--- config.mk ---
export PLATFORM = sky130hd
export DESIGN_NAME = hbp_host_port
export DESIGN_NICKNAME = d
export VERILOG_FILES = /design/src/hbp_pkg.sv /design/src/hbp_host_port.sv
export VERILOG_INCLUDE_DIRS = /design/src /design/src/src
export SDC_FILE = /design/constraint.sdc
export NUM_CORES = 1
export LEC_CHECK = 0
export BUFFER_PORTS_ARGS = -buffer_cell sky130_fd_sc_hd__buf_4
export CORE_MARGIN = 2
export CORE_UTILIZATION = 35
export DETAILED_ROUTE_END_ITERATION = 8
export MAX_ROUTING_LAYER = met4
export PLACE_DENSITY = 0.67
export SLEW_MARGIN = 25
export SYNTH_ARGS = -nofsm -noshare
export SYNTH_HDL_FRONTEND = slang
export SYNTH_SLANG_ARGS = --single-unit
--- constraint.sdc ---
create_clock -name CLOCK -period 3.95 [get_ports CLOCK]
set_input_delay 0.1975 -clock CLOCK [delete_from_list [all_inputs] [get_ports CLOCK]]
set_output_delay 0.1975 -clock CLOCK [all_outputs]
set_load 0.01 [all_outputs]
--- src/hbp_defines.svh ---
// Purpose: Named constants for the host bus port.
// Assumes: Included by bare name.
// Notes: Definitions only.
`ifndef HBP_DEFINES_SVH
`define HBP_DEFINES_SVH
`define HBP_DATA_W 8
`define HBP_ADDR_W 3
`define HBP_MODEM_CTL_ADDR 3'h4
`define HBP_MODEM_CTL_OS_BIT 5
`define HBP_MODEM_CTL_RST 8'h00
`define HBP_BYTE_ZERO 8'h00
`define HBP_SEL_ZERO 3'h0
`define HBP_BIT_CLR 1'h0
`define HBP_BIT_SET 1'h1
`endif

--- src/hbp_pkg.sv ---
// Purpose: Types for the host bus port.
// Assumes: Nothing.
// Notes: Access state enumeration.
package hbp_pkg;
	typedef enum logic [1:0] {HBP_IDLE, HBP_READ, HBP_WRITE} hbp_state_t;
endpackage

--- src/hbp_host_port.sv ---
// Purpose: Separate-strobe 8-bit host bus port of a serial controller.
// Assumes: Strobes and pins synchronous to CLOCK; one clock domain.
// Notes: Register contents live outside, save a copy of modem control kept here; this block moves bytes to and from them.
// Behaviour
// - Read strobe fall reads selected register onto bus
// - High read strobe equals low one inverted
// - Write begins on fall, stores on trailing edge
// - High write strobe equals low one inverted
// - Respond only when all three selects active
// - Interrupt high when any source pending
// - Modem control bit five picks interrupt drive
// - Address strobe fall latches selects and address
// - Tied-low address strobe still latches at start
// - Transmit room output reflects transmit holding status
// - Three address lines pick the register
// - Data bus bidirectional, driven only in reads
`timescale 1ns/1ps
`include "hbp_defines.svh"
module hbp_host_port
	import hbp_pkg::*;
#(
	parameter int DATA_W = `HBP_DATA_W,
	parameter int ADDR_W = `HBP_ADDR_W
)
(
	input wire logic CLOCK,
	input wire logic RST_N,
	input wire logic READ_STROBE_LOW_N,
	input wire logic READ_STROBE_HIGH,
	input wire logic WRITE_STROBE_LOW_N,
	input wire logic WRITE_STROBE_HIGH,
	input wire logic SELECT_A_HIGH,
	input wire logic SELECT_B_HIGH,
	input wire logic SELECT_C_LOW_N,
	input wire logic ADDR_LATCH_STROBE_LOW_N,
	input wire logic [ADDR_W-1:0] REG_SELECT_LINES,
	input wire logic [DATA_W-1:0] DATA_IN,
	output logic [DATA_W-1:0] DATA_OUT,
	output logic DATA_OE,
	input wire logic TX_IRQ_PEND,
	input wire logic RX_IRQ_PEND,
	input wire logic LINE_IRQ_PEND,
	input wire logic MODEM_IRQ_PEND,
	output logic INT_OUT,
	output logic INT_OE,
	input wire logic TX_HOLD_ROOM,
	output logic TX_ROOM_LOW_N,
	output logic [ADDR_W-1:0] REG_ADDR,
	output logic REG_RD,
	input wire logic [DATA_W-1:0] REG_RD_DATA,
	output logic REG_WR,
	output logic [DATA_W-1:0] REG_WR_DATA
);
	hbp_state_t state_r, state_nxt;
	logic rd_q_r, wr_q_r, lat_q_r;
	logic [ADDR_W-1:0] addr_r, addr_nxt;
	logic sel_r, sel_nxt;
	logic [DATA_W-1:0] modem_ctl_r, modem_ctl_nxt;
	logic [ADDR_W-1:0] reg_addr_nxt;
	logic [DATA_W-1:0] reg_wr_data_nxt, data_out_nxt;
	logic data_oe_nxt, int_oe_nxt, tx_room_nxt;

	// Either polarity of a read or write strobe counts as active; the address strobe is active low only
	wire rd_act = ~READ_STROBE_LOW_N | READ_STROBE_HIGH;
	wire wr_act = ~WRITE_STROBE_LOW_N | WRITE_STROBE_HIGH;
	wire lat_act = ~ADDR_LATCH_STROBE_LOW_N;
	wire cs_all = SELECT_A_HIGH & SELECT_B_HIGH & ~SELECT_C_LOW_N;
	// One action per pulse: only the first active sample starts an access
	wire rd_rise = rd_act & ~rd_q_r;
	wire wr_rise = wr_act & ~wr_q_r;
	wire wr_fall = ~wr_act & wr_q_r;
	wire lat_edge = lat_act & ~lat_q_r;
	wire strobe_start = (rd_rise | wr_rise) & (state_r == HBP_IDLE);
	// Explicit strobe edge latches; a tied-low strobe latches at access start,
	// so the host may drop the address right after its strobe edge
	wire latch_now = lat_edge | (lat_act & lat_q_r & strobe_start);
	wire sel_eff = latch_now ? cs_all : sel_r;
	wire [ADDR_W-1:0] addr_eff = latch_now ? REG_SELECT_LINES : addr_r;
	wire go_rd = rd_rise & sel_eff & (state_r == HBP_IDLE);
	wire go_wr = wr_rise & sel_eff & (state_r == HBP_IDLE);
	// The byte is stored on the trailing edge, from data still on the bus
	wire do_wr = (state_r == HBP_WRITE) & wr_fall;
	wire end_rd = (state_r == HBP_READ) & ~rd_act;
	wire modem_ctl_hit = do_wr & (addr_r == ADDR_W'(`HBP_MODEM_CTL_ADDR));
	wire irq_any = TX_IRQ_PEND | RX_IRQ_PEND | LINE_IRQ_PEND | MODEM_IRQ_PEND;
	wire int_open = modem_ctl_r[`HBP_MODEM_CTL_OS_BIT];

	// Access sequencer
	always_comb begin
		state_nxt = state_r;
		unique case (state_r)
			HBP_IDLE: begin
				if (go_rd)
					state_nxt = HBP_READ;
				else if (go_wr)
					state_nxt = HBP_WRITE;
			end
			HBP_READ: begin
				if (end_rd)
					state_nxt = HBP_IDLE;
			end
			HBP_WRITE: begin
				if (wr_fall)
					state_nxt = HBP_IDLE;
			end
		endcase
	end

	// Next values; each output below is a plain flip-flop
	assign addr_nxt = addr_eff;
	assign sel_nxt = sel_eff;
	assign reg_addr_nxt = (go_rd | go_wr) ? addr_eff : REG_ADDR;
	assign reg_wr_data_nxt = do_wr ? DATA_IN : REG_WR_DATA;
	assign data_out_nxt = REG_RD ? REG_RD_DATA : DATA_OUT;
	assign data_oe_nxt = (state_nxt == HBP_READ);
	assign modem_ctl_nxt = modem_ctl_hit ? DATA_IN : modem_ctl_r;
	// Open-source mode lets the pin float while nothing is pending
	assign int_oe_nxt = ~int_open | irq_any;
	assign tx_room_nxt = ~TX_HOLD_ROOM;

	// Strobe history for edge detection
	always_ff @(posedge CLOCK or negedge RST_N) begin
		if (!RST_N) begin
			rd_q_r <= `HBP_BIT_CLR;
			wr_q_r <= `HBP_BIT_CLR;
			lat_q_r <= `HBP_BIT_CLR;
		end else begin
			rd_q_r <= rd_act;
			wr_q_r <= wr_act;
			lat_q_r <= lat_act;
		end
	end

	always_ff @(posedge CLOCK or negedge RST_N) begin
		if (!RST_N)
			state_r <= HBP_IDLE;
		else
			state_r <= state_nxt;
	end

	always_ff @(posedge CLOCK or negedge RST_N) begin
		if (!RST_N)
			addr_r <= ADDR_W'(`HBP_SEL_ZERO);
		else
			addr_r <= addr_nxt;
	end

	always_ff @(posedge CLOCK or negedge RST_N) begin
		if (!RST_N)
			sel_r <= `HBP_BIT_CLR;
		else
			sel_r <= sel_nxt;
	end

	// Core-side address, strobes and write byte
	always_ff @(posedge CLOCK or negedge RST_N) begin
		if (!RST_N)
			REG_ADDR <= ADDR_W'(`HBP_SEL_ZERO);
		else
			REG_ADDR <= reg_addr_nxt;
	end

	always_ff @(posedge CLOCK or negedge RST_N) begin
		if (!RST_N)
			REG_RD <= `HBP_BIT_CLR;
		else
			REG_RD <= go_rd;
	end

	always_ff @(posedge CLOCK or negedge RST_N) begin
		if (!RST_N)
			REG_WR <= `HBP_BIT_CLR;
		else
			REG_WR <= do_wr;
	end

	always_ff @(posedge CLOCK or negedge RST_N) begin
		if (!RST_N)
			REG_WR_DATA <= DATA_W'(`HBP_BYTE_ZERO);
		else
			REG_WR_DATA <= reg_wr_data_nxt;
	end

	// Host data bus drive and modem control register
	always_ff @(posedge CLOCK or negedge RST_N) begin
		if (!RST_N)
			DATA_OUT <= DATA_W'(`HBP_BYTE_ZERO);
		else
			DATA_OUT <= data_out_nxt;
	end

	always_ff @(posedge CLOCK or negedge RST_N) begin
		if (!RST_N)
			DATA_OE <= `HBP_BIT_CLR;
		else
			DATA_OE <= data_oe_nxt;
	end

	always_ff @(posedge CLOCK or negedge RST_N) begin
		if (!RST_N)
			modem_ctl_r <= DATA_W'(`HBP_MODEM_CTL_RST);
		else
			modem_ctl_r <= modem_ctl_nxt;
	end

	// Interrupt pin and transmit room status
	always_ff @(posedge CLOCK or negedge RST_N) begin
		if (!RST_N)
			INT_OUT <= `HBP_BIT_CLR;
		else
			INT_OUT <= irq_any;
	end

	always_ff @(posedge CLOCK or negedge RST_N) begin
		if (!RST_N)
			INT_OE <= `HBP_BIT_SET;
		else
			INT_OE <= int_oe_nxt;
	end

	always_ff @(posedge CLOCK or negedge RST_N) begin
		if (!RST_N)
			TX_ROOM_LOW_N <= `HBP_BIT_SET;
		else
			TX_ROOM_LOW_N <= tx_room_nxt;
	end
endmodule

==> metrics.md, run 1 <==
| Metric | Value |
|---|---|
| Status | `completed` |
| Vias/cell | `4.54` |
| Most common cell in the netlist | `dfrtp_1` |
| Yosys top cell by area | `dfrtp_1` |
| Fin. Hold Viols | `0` |
| Setup-failing EPs final | `0` |
| Leakage | `0.000977 uW` |
| EDFF count, synth | `0` |
| Die height | `67.9 um` |
| Critical Path RT | `4.12 ns` |
| Gr ovfl total | `0` |
| Chip Width | `67.9 um` |
| Max-slew headroom | `69.2%` |
| I/O Buffers | `58` |
| Design Power | `1180 uW` |
| Root buf cell | `clkbuf_8` |
| RD Place Congestion | `0.874` |
| Count of different cell masters after synthesis | `23` |
| Pin slew with the least headroom to its limit | `0.463 ns` |
| # fillers | `348` |
| DR iter-0 viols | `30` |
| Largest net degree at the start of global routing | `36` |
| Clock latency on the worst-skew pair | `0.28 ns` |
| Routed len/inst | `12.9 um` |
| Detailed placer's ending HPWL | `2080 um` |
| Hold_ws | `0.0261 ns` |
| Post-synth top area share | `57.8%` |
| Starting density of the core | `35.9%` |
| Area growth, synth to finish | `40.7%` |
| Max Fclk | `0.546 GHz` |
| Crit path DAT | `2.00 ns` |
| Period utilization | `46.4%` |
| Max Cap Viol | `0` |
| GRT Util Overall | `13.3%` |
| # DRC | `0` |
| Startpoint Class | `flip-flop` |
| Worst min path class | `in2reg` |
| Placement Cell Area | `1910 sq um` |
| Rows | `23` |
| Synth cell count leaders | `33 x dfrtp_1, 27 x mux2_2, 8 x inv_1, 4 x nand2_1` |
| Vias in the first global route | `976` |
| Total clock buffers created by CTS | `5` |
| CTS H-tree lvls | `2` |
| Setup TNS | `0 ns` |
| Syn avg cell area | `14.4 sq um` |
| Total wire length | `2750 um` |
| Final nets | `200` |
| Register area | `878 sq um` |
| Share of layout cells above drive strength 1 | `60.1%` |
| Synthesized area | `1430 sq um` |
| Synth Instances | `99` |
| Cell area after layout | `2010 sq um` |
| Largest cells by area after synthesis | `dfrtp_1 58%, mux2_2 21%, dfstp_2 3.7%` |
| DP Cell Count | `205` |
| Fin Clk Skew | `0.00204 ns` |
| Tmin final | `1.83 ns` |
| CTS Buffer Depth | `2` |
| Critical Path End Type | `flip-flop` |
| Vias post-DR | `968` |
| Predominant post-synthesis flop cell | `dfrtp_1` |
| Initial antenna violation count | `0` |
| Reg clk slew, reported paths | `0.06 ns` |
| Worst vdd ir | `0.154 mV` |
| CTS tree | `yes` |
| Pre-Repair DR Iteration Count | `4` |
| Register area share after synthesis | `61.5%` |
| Core box area | `3970 sq um` |
| Area occupied by multi-input gates | `504 sq um` |
| Power per cell area | `589 nW/um^2` |
| CP max FO | `10` |
| Post-synth ARST share | `100%` |
| Non-filler cells, final | `213` |
| Syn nets | `136` |
| Top Ports | `59` |
| Setup CP Type | `reg2reg` |
| Ant diodes | `0` |
| RSZ-0062 raised after global routing | `no` |
| Yosys Warn Count | `0` |
| Die area | `4610 sq um` |
| Synthesis-stage register bit count | `35` |
| Post-route ant nets | `0` |
| Final Max Tran Viols | `0` |
| Global-route wire length before repair | `4210 um` |
| Clk sinks | `35` |
-- power by group --
group / switching (uW) / leakage (uW) / internal, uW
Clock: 119 / 0.0000470 / 137
Sequential: 57.9 / 0.000434 / 470
Combinational: 162 / 0.000496 / 237
Total: 339 / 0.000977 / 844
-- cell type report --
type	instances	share of cell area, %
Sequential cell	35	43.7
Multi-Input combinational cell	54	25.1
Timing Repair Buffer	59	22.2
Clock buffer	6	4.11
Tap cell	50	3.12
Inverter	8	1.50
Clock inverter	1	0.249
-- per-layer routing --
metal	global-route usage [%]	vias to the layer above	wire length [um]
li1	-	473	-
met1	13.9	442	1140
met2	21.9	48	1230
met3	2.63	5	296
met4	10.5	0	78
met5	-	-	0
-- cells by family after synthesis --
kind of cell	after synthesis	share of synthesized area (%)
buffers and inverters	10	3.15
adder cells (fa/ha/maj)	3	2.63
AO/OA/AOI/OAI	9	5.08
multiplexers	27	21.3
flip-flops	35	61.5
AND/OR/NAND/NOR	15	6.31
-- critical path, cell delays in order (launching register included) --
cell	delay [ns]
dfrtp_1	0.41
inv_1	0.09
ha_1	0.19
nand3_2	0.23
nor4b_1	0.42
mux2_2	0.37
-- layout by cell type, fill, tap and decap left out --
master,instances
buf_4,58
dfrtp_1,33
mux2_2,27
inv_1,8
clkbuf_8,6
nand2_1,4
a21oi_1,3
ha_1,3
dfstp_2,2
nand3b_1,2
nor2_1,2
or3_1,2
nor2b_2,1
nand2b_1,1
o31a_1,1
o31ai_1,1
a221oi_1,1
a221oi_2,1
a31o_2,1
nand3_2,1
nor4_1,1
o311ai_0,1
nor4b_1,1
clkinv_2,1
dlygate4sd3_1,1
-- stage by stage --
| step | worst slack, ns | utilization, % |
|---|---|---|
| final | 2.12 | 50.6 |
| after global routing | 1.97 | 50.6 |
| after CTS | 2.10 | 50.6 |
| after detailed placement | 2.12 | 48.1 |
| after global placement | 2.22 | 48.1 |
| after floorplan | 2.33 | - |
-- registers in the layout, summed over array words and instances (netlist names), 2 cells and up --
signal       flops
addr_r           3
state_r          2
REG_ADDR         3
REG_WR_DATA      8
DATA_OUT         8
-- final timing paths --
check,startpoint,cells after the start,endpoint,slack (ns)
min reg2reg,modem_ctl_r[5]$_DFFE_PN0P_,1,INT_OE$_DFF_PN1_,0.40
max reg2reg,state_r[0]$_DFF_PN0_,5,modem_ctl_r[5]$_DFFE_PN0P_,2.12
max,state_r[0]$_DFF_PN0_,5,modem_ctl_r[5]$_DFFE_PN0P_,2.12
max in group asynchronous,RST_N,2,INT_OE$_DFF_PN1_,3.22
min in group asynchronous,RST_N,2,REG_WR_DATA[7]$_DFFE_PN0P_,0.40
min,TX_HOLD_ROOM,2,TX_ROOM_LOW_N$_DFF_PN1_,0.03
-- what timing repair did --
item | 4_1_cts | 5_1_grt
setup buffers | 0 | 0
gates resized for setup | 0 | 0
endpoints found under the setup margin | 0 | 0
hold buffers | 1 | 0
hold endpoints to repair | 33 | 0
(Power assumes the default switching activity.)
==> run 2, diff against run 1 <==
--- a/config.mk
+++ b/config.mk
@@ -11,7 +11,7 @@
 export CORE_UTILIZATION = 35
 export DETAILED_ROUTE_END_ITERATION = 8
 export MAX_ROUTING_LAYER = met4
-export PLACE_DENSITY = 0.67
+export PLACE_DENSITY = 0.7
 export SLEW_MARGIN = 25
 export SYNTH_ARGS = -nofsm -noshare
 export SYNTH_HDL_FRONTEND = slang
==> constraint.sdc (replaced) <==
create_clock -name CLOCK -period 1.5 [get_ports CLOCK]
set_input_delay 0.075 -clock CLOCK [delete_from_list [all_inputs] [get_ports CLOCK]]
set_output_delay 0.075 -clock CLOCK [all_outputs]
set_load 0.01 [all_outputs]
==> metrics.md, run 2 (synthesized netlist as in run 1, its figures left out) <==
| Metric | Value |
|---|---|
| Chip Width | `67.9 um (unchanged)` |
| Routed len/inst | `14.0 um (+8.7%)` |
| Largest net degree at the start of global routing | `36 (unchanged)` |
| Hold endpoint | `INT_OE$_DFF_PN1_` |
| Clk sinks | `35 (unchanged)` |
| Reg-to-reg startpoint | `state_r[0]$_DFF_PN0_` |
| Crit path DAT | `1.76 ns (-0.24 ns)` |
| Pin slew with the least headroom to its limit | `0.460 ns (-0.00221 ns)` |
| Area growth, synth to finish | `54.3%` |
| CTS H-tree lvls | `2 (unchanged)` |
| Leakage | `0.00105 uW (+7.7%)` |
| Worst min path class | `in2reg` |
| Design Power | `3340 uW (+180%)` |
| Hold-critical path depth | `3 (+1)` |
| Vias/cell | `4.65 (+2.4%)` |
| Worst r2r path cells | `6 (+1)` |
| Tmin final | `1.58 ns (-0.256 ns)` |
| Worst vdd ir | `0.728 mV (+370%)` |
| Detailed placer's ending HPWL | `2330 um (+12%)` |
| Initial antenna violation count | `0 (unchanged)` |
| Setup TNS | `-0.363 ns (-0.363 ns)` |
| HP Start | `LINE_IRQ_PEND` |
| Critical Path End Type | `flip-flop` |
| RSZ-0062 raised after global routing | `yes` |
| Ant diodes | `0 (unchanged)` |
| R2R Setup Slk | `-0.08 ns (-2.19 ns)` |
| Most frequent cells in the layout | `68 x buf_4, 33 x dfrtp_1, 27 x mux2_2` |
| Post-route ant nets | `0 (unchanged)` |
| Starting density of the core | `35.9% (unchanged)` |
| Power per cell area | `1520 nW/um^2 (+160%)` |
| Reg2reg end | `state_r[1]$_DFF_PN0_` |
| Rows | `23 (unchanged)` |
| Final Max Tran Viols | `0 (unchanged)` |
| GRT Util Overall | `14.6% (+1.3 points)` |
| DR iter-0 viols | `26 (-13%)` |
| Max Fclk | `0.634 GHz (+16%)` |
| CTS tree | `yes` |
| I/O Buffers | `58 (unchanged)` |
| Max Cap Viol | `0 (unchanged)` |
| Vias in the first global route | `1,024 (+4.9%)` |
| Share of layout cells above drive strength 1 | `67.6% (+7.5 points)` |
| Fin. Hold Viols | `0 (unchanged)` |
| Global-route wire length before repair | `4680 um (+11%)` |
| Clock latency on the worst-skew pair | `0.28 ns (about the same)` |
| CP Depth | `6 (+1)` |
| WP buf/inv | `2 (+1)` |
| Total wire length | `3170 um (+15%)` |
| Commonest non-fill, non-tap cell in the layout | `buf_4` |
| Non-filler cells, final | `226 (+6.1%)` |
| Gr ovfl total | `0 (unchanged)` |
| Setup-failing EPs final | `10 (+10)` |
| Max-slew headroom | `69.3% (+0.15 points)` |
| Largest delay contributor family on the critical path | `simple AND/OR/NAND/NOR gates` |
| Period utilization | `105% (+59 points)` |
| Pre-Repair DR Iteration Count | `4 (unchanged)` |
| Top Ports | `59 (unchanged)` |
| Failing checks | `setup timing` |
| Critical path's slowest cell | `dfrtp_1` |
| # DRC | `0 (unchanged)` |
| DP Cell Count | `211 (+2.9%)` |
| CP max FO | `3 (-7)` |
| Vias post-DR | `1,052 (+8.7%)` |
| Fin Clk Skew | `0.00495 ns (+0.00291 ns)` |
| Critical Path RT | `1.68 ns (-2.44 ns)` |
| CTS Buffer Depth | `2 (unchanged)` |
| Die height | `67.9 um (unchanged)` |
| Setup CP Type | `reg2reg` |
| Top flop regs | `DATA_OUT x8, REG_WR_DATA x8` |
| Die area | `4610 sq um (unchanged)` |
| Startpoint Class | `flip-flop` |
| Total clock buffers created by CTS | `5 (unchanged)` |
| Reg clk slew, reported paths | `0.06 ns (about the same)` |
| Status | `complete, but fails checks` |
| Final nets | `213 (+6.5%)` |
| Final WS setup | `-0.0769 ns (-2.19 ns)` |
| RD Place Congestion | `0.885 (+1.3%)` |
| Core box area | `3970 sq um (unchanged)` |
| CP peak stage delay | `0.39 ns (-0.03 ns)` |
| Root buf cell | `clkbuf_8` |
| Critical Path, Cell by Cell | `inv_2, ha_4, nand3b_1, buf_4, or3_4, a221oi_4` |
==> run 2: cell types whose count changed in the layout (fill, tap and decap cells not counted), sizes merged <==
cell,delta
buf,+10
dlygate4sd3,+3
==> run 2: repair_timing <==
action | in CTS | in global routing
gates resized for setup | 6 | 7
hold buffers | 4 | 0
endpoints found under the setup margin | 7 | 12
hold endpoints to repair | 36 | 0
buffers inserted | 3 | 1
pin swaps | 3 | 3
==> run 2: layout make-up <==
class                           count  area, sq um
Clock buffer                        6         82.6
Clock inverter                      1         5.00
Fill cell                         335         1770
Inverter                            8         30.0
Multi-Input combinational cell     54          593
Sequential cell                    35          878
Tap cell                           50         62.6
Timing Repair Buffer               72          551
==> run 2: power breakdown <==
part	internal [uW]	switching (uW)	total (uW)
Sequential	1240	148	1390
Clock	359	304	664
Combinational	745	543	1290
Total	2340	996	3340
==> run 2: worst reg2reg max path, cell delays in order, from the launching register on <==
cell	delay [ns]
dfrtp_1	0.39
inv_2	0.09
ha_4	0.14
nand3b_1	0.12
buf_4	0.17
or3_4	0.33
a221oi_4	0.23
==> run 2: worst max path at each step <==
stage | start | slack (ns) | end
2_1_floorplan | state_r[1]$_DFF_PN0_ | 0.0007 | REG_ADDR[0]$_DFFE_PN0P_
3_3_place_gp | state_r[0]$_DFF_PN0_ | 0.02 | REG_ADDR[1]$_DFFE_PN0P_
3_5_place_dp | state_r[0]$_DFF_PN0_ | -0.09 | state_r[1]$_DFF_PN0_
4_1_cts | state_r[1]$_DFF_PN0_ | -0.09 | state_r[1]$_DFF_PN0_
5_1_grt | state_r[0]$_DFF_PN0_ | -0.13 | state_r[1]$_DFF_PN0_
6_report | state_r[0]$_DFF_PN0_ | -0.08 | state_r[1]$_DFF_PN0_
==> run 2: per-stage QoR <==
step / setup WS, ns / utilization, % / area (sq um) / hold WS [ns]
floorplan: 0.000659 / - / 1440 / -0.221
global placement: 0.0150 / 49.7 / 1970 / 0.0432
detailed placement: -0.0892 / 49.7 / 1970 / 0.0460
CTS: -0.0919 / 54.1 / 2150 / 0.00124
global route: -0.134 / 55.5 / 2200 / 0.00680
finish: -0.0769 / 55.5 / 2200 / 0.00233
==> run 2: per-layer routing <==
layer,track usage [%],part of all wire (%),vias to the layer above
met5,-,0,-
met1,16.4,40,494
met3,4.44,10,8
met4,6.00,1.7,0
li1,-,-,497
met2,24.4,48,53
==> run 3, diff against run 2 <==
--- a/config.mk
+++ b/config.mk
@@ -8,10 +8,10 @@
 export LEC_CHECK = 0
 export BUFFER_PORTS_ARGS = -buffer_cell sky130_fd_sc_hd__buf_4
 export CORE_MARGIN = 2
-export CORE_UTILIZATION = 35
+export CORE_UTILIZATION = 42
 export DETAILED_ROUTE_END_ITERATION = 8
 export MAX_ROUTING_LAYER = met4
-export PLACE_DENSITY = 0.7
+export PLACE_DENSITY = 0.8
 export SLEW_MARGIN = 25
 export SYNTH_ARGS = -nofsm -noshare
 export SYNTH_HDL_FRONTEND = slang
==> metrics.md, run 3 (synthesized netlist as in run 1, its figures left out) <==
| Metric | Value |
|---|---|
| Status | `complete, but fails checks` |
| Failing checks | `setup timing` |
| Initial antenna violation count | `0 (unchanged)` |
| Area growth, synth to finish | `71.1%` |
| Critical path's slowest cell | `dfrtp_1` |
| Top flop regs | `DATA_OUT x8, REG_WR_DATA x8` |
| Ant diodes | `0 (unchanged)` |
| Fin. Hold Viols | `0 (unchanged)` |
| Clock latency on the worst-skew pair | `0.35 ns (+0.07 ns)` |
| Worst Setup SP | `state_r[0]$_DFF_PN0_` |
| Setup CP Type | `reg2reg` |
| Vias post-DR | `1,192 (+13%)` |
| Clk sinks | `35 (unchanged)` |
| Largest net degree at the start of global routing | `36 (unchanged)` |
| Clock share of power | `19.7% (-0.2 points)` |
| CTS Buffer Depth | `2 (unchanged)` |
| Max-slew headroom | `71.3% (+2.0 points)` |
| Crit path DAT | `1.84 ns (+0.08 ns)` |
| Final WS setup | `-0.104 ns (-0.0271 ns)` |
| Met1 Wirelength | `1500 um (+19%)` |
| Hold_ws | `0.112 ns (+0.110 ns)` |
| GRT Util Overall | `21.3% (+6.6 points)` |
| Crit path capture | `sel_r$_DFF_PN0_` |
| Starting density of the core | `43.1% (+7.2 points)` |
| Core box area | `3310 sq um (-17%)` |
| Critical Path End Type | `flip-flop` |
| DP Cell Count | `207 (-1.9%)` |
| Non-filler cells, final | `248 (+9.7%)` |
| CTS H-tree lvls | `2 (unchanged)` |
| Gate power share | `39.8% (+1.2 points)` |
| Reg2reg end | `sel_r$_DFF_PN0_` |
| Leakage | `0.00116 uW (+9.7%)` |
| Routed met2 length | `2050 um (+34%)` |
| Design Power | `3490 uW (+4.4%)` |
| Reg clk slew, reported paths | `0.11 ns (+0.05 ns)` |
| Worst vdd ir | `0.898 mV (+23%)` |
| Routed len/inst | `15.4 um (+9.8%)` |
| Worst r2r path cells | `6 (unchanged)` |
| Vias/cell | `4.81 (+3.3%)` |
| Net load switching power | `1090 uW (+9.7%)` |
| CTS tree | `yes` |
| Commonest non-fill, non-tap cell in the layout | `buf_4` |
| Global-route wire length before repair | `6190 um (+32%)` |
| Cell area after layout | `2440 sq um (+11%)` |
| Die height | `62.3 um (-8.2%)` |
| Sequential power share | `40.4% (-1.1 points)` |
| Pin slew with the least headroom to its limit | `0.430 ns (-0.0305 ns)` |
| Pre-Repair DR Iteration Count | `4 (unchanged)` |
| Top Ports | `59 (unchanged)` |
| Reg-to-reg startpoint | `state_r[0]$_DFF_PN0_` |
| Sw Share | `31.3% (+1.5 points)` |
| Max Cap Viol | `0 (unchanged)` |
| Pre-CTS WS | `-0.105 ns (-0.0161 ns)` |
| Most frequent cells in the layout | `69 x buf_4, 33 x dfrtp_1, 27 x mux2_2, 27 x dlygate4sd3_1, 6 x inv_1` |
| CP max FO | `4 (+1)` |
| Critical Path RT | `1.73 ns (+0.05 ns)` |
| R2R Setup Slk | `-0.10 ns (-0.03 ns)` |
| # fillers | `213 (-36%)` |
| Chip Width | `62.3 um (-8.2%)` |
| Placement Cell Area | `1970 sq um (-0.25%)` |
| Routed met3 length | `227 um (-30%)` |
| Critical Path, Cell by Cell | `inv_2, ha_4, nand3b_1, buf_4, a31o_2, mux2_2` |
| DR iter-0 viols | `22 (-15%)` |
| RSZ-0062 raised after global routing | `yes` |
| Total wire length | `3820 um (+20%)` |
| Setup-failing EPs final | `11 (+1)` |
| Detailed placer's ending HPWL | `2260 um (-3.1%)` |
| Internal | `2390 uW (+2.2%)` |
| Post-route ant nets | `0 (unchanged)` |
| I/O Buffers | `58 (unchanged)` |
| Period utilization | `107% (+1.8 points)` |
| Die area | `3880 sq um (-16%)` |
| Power per cell area | `1430 nW/um^2 (-5.8%)` |
| Gr ovfl total | `0 (unchanged)` |
| Fin Clk Skew | `0.0145 ns (+0.00958 ns)` |
| RD Place Congestion | `0.716 (-19%)` |
| Worst min path class | `in2reg` |
| Vias in the first global route | `1,264 (+23%)` |
| Root buf cell | `clkbuf_4` |
| Final Max Tran Viols | `0 (unchanged)` |
| Share of layout cells above drive strength 1 | `60.9% (-6.7 points)` |
| Total clock buffers created by CTS | `5 (unchanged)` |
| Rows | `21 (-8.7%)` |
| Startpoint Class | `flip-flop` |
| Tmin final | `1.60 ns (+0.0271 ns)` |
| CP peak stage delay | `0.40 ns (about the same)` |
| Max Fclk | `0.623 GHz (-1.7%)` |
| Max layer used | `met4` |
| Final nets | `238 (+12%)` |
| # DRC | `0 (unchanged)` |
-- run 3: cell count changes in the layout (fill, tap and decap cells not counted), sizes merged --
cell | previous run | this run
dlygate4sd3 | 4 | 27
buf | 68 | 70
bufinv | 0 | 1
clkbuf | 6 | 5
clkinv | 1 | 2
-- run 3: layout make-up --
| class | instances | area (sq um) | area share, % |
|---|---|---|---|
| tap | 46 | 57.6 | 2.36 |
| inverter | 8 | 30.0 | 1.23 |
| multi-input combinational | 54 | 596 | 24.4 |
| timing repair buffer | 97 | 800 | 32.7 |
| clock buffer | 5 | 37.5 | 1.54 |
| clock inverter | 3 | 43.8 | 1.79 |
| sequential | 35 | 878 | 36.0 |
-- run 3: stage by stage --
stage                     util, %  TNS (ns)
after floorplan                 -         0
after global placement       59.4         0
after detailed placement     59.4    -0.392
after CTS                    71.3    -0.183
after global routing         73.8     -1.32
final                        73.8    -0.771
-- run 3: critical path, delay by kind of cell (launching register included) --
family | cells | cell delay [ns]
adder cells (fa/ha/maj) | 1 | 0.15
flip-flops | 1 | 0.40
multiplexers | 1 | 0.28
buffers and inverters | 2 | 0.26
AO/OA/AOI/OAI | 1 | 0.28
AND/OR/NAND/NOR | 1 | 0.11
-- run 3: how the worst min path moves through the flow --
stage / from / endpoint / slack (ns) / cells after the start
finish: SELECT_C_LOW_N / sel_r$_DFF_PN0_ / 0.11 / 3
global route: SELECT_C_LOW_N / sel_r$_DFF_PN0_ / 0.12 / 3
CTS: SELECT_C_LOW_N / sel_r$_DFF_PN0_ / 0.11 / 3
detailed placement: RST_N / REG_WR_DATA[3]$_DFFE_PN0P_ / 0.05 / 1
global placement: RST_N / REG_WR_DATA[3]$_DFFE_PN0P_ / 0.04 / 1
floorplan: RST_N / DATA_OE$_DFF_PN0_ / -0.22 / 0
-- run 3: repair_timing --
action                     CTS  global route
pin swaps                    3             4
hold endpoints to repair    61             0
hold buffers                27             0
buffers inserted             2             4
setup endpoints to repair   11            19
gates resized for setup      7             9
-- run 3: metal layers --
metal	up-vias	track usage (%)
met5	-	-
met4	0	5.83
met3	6	7.25
met2	48	34.5
met1	585	25.5
li1	553	-
-- run 3: power groups by stage --
| stage | logic, uW | clock network [uW] | registers, uW |
|---|---|---|---|
| floorplan | 413 | 0 | 1510 |
| global placement | 1090 | 0 | 1390 |
| detailed placement | 1140 | 0 | 1410 |
| CTS | 1250 | 697 | 1400 |
| global route | 1480 | 742 | 1440 |
| finish | 1390 | 688 | 1410 |
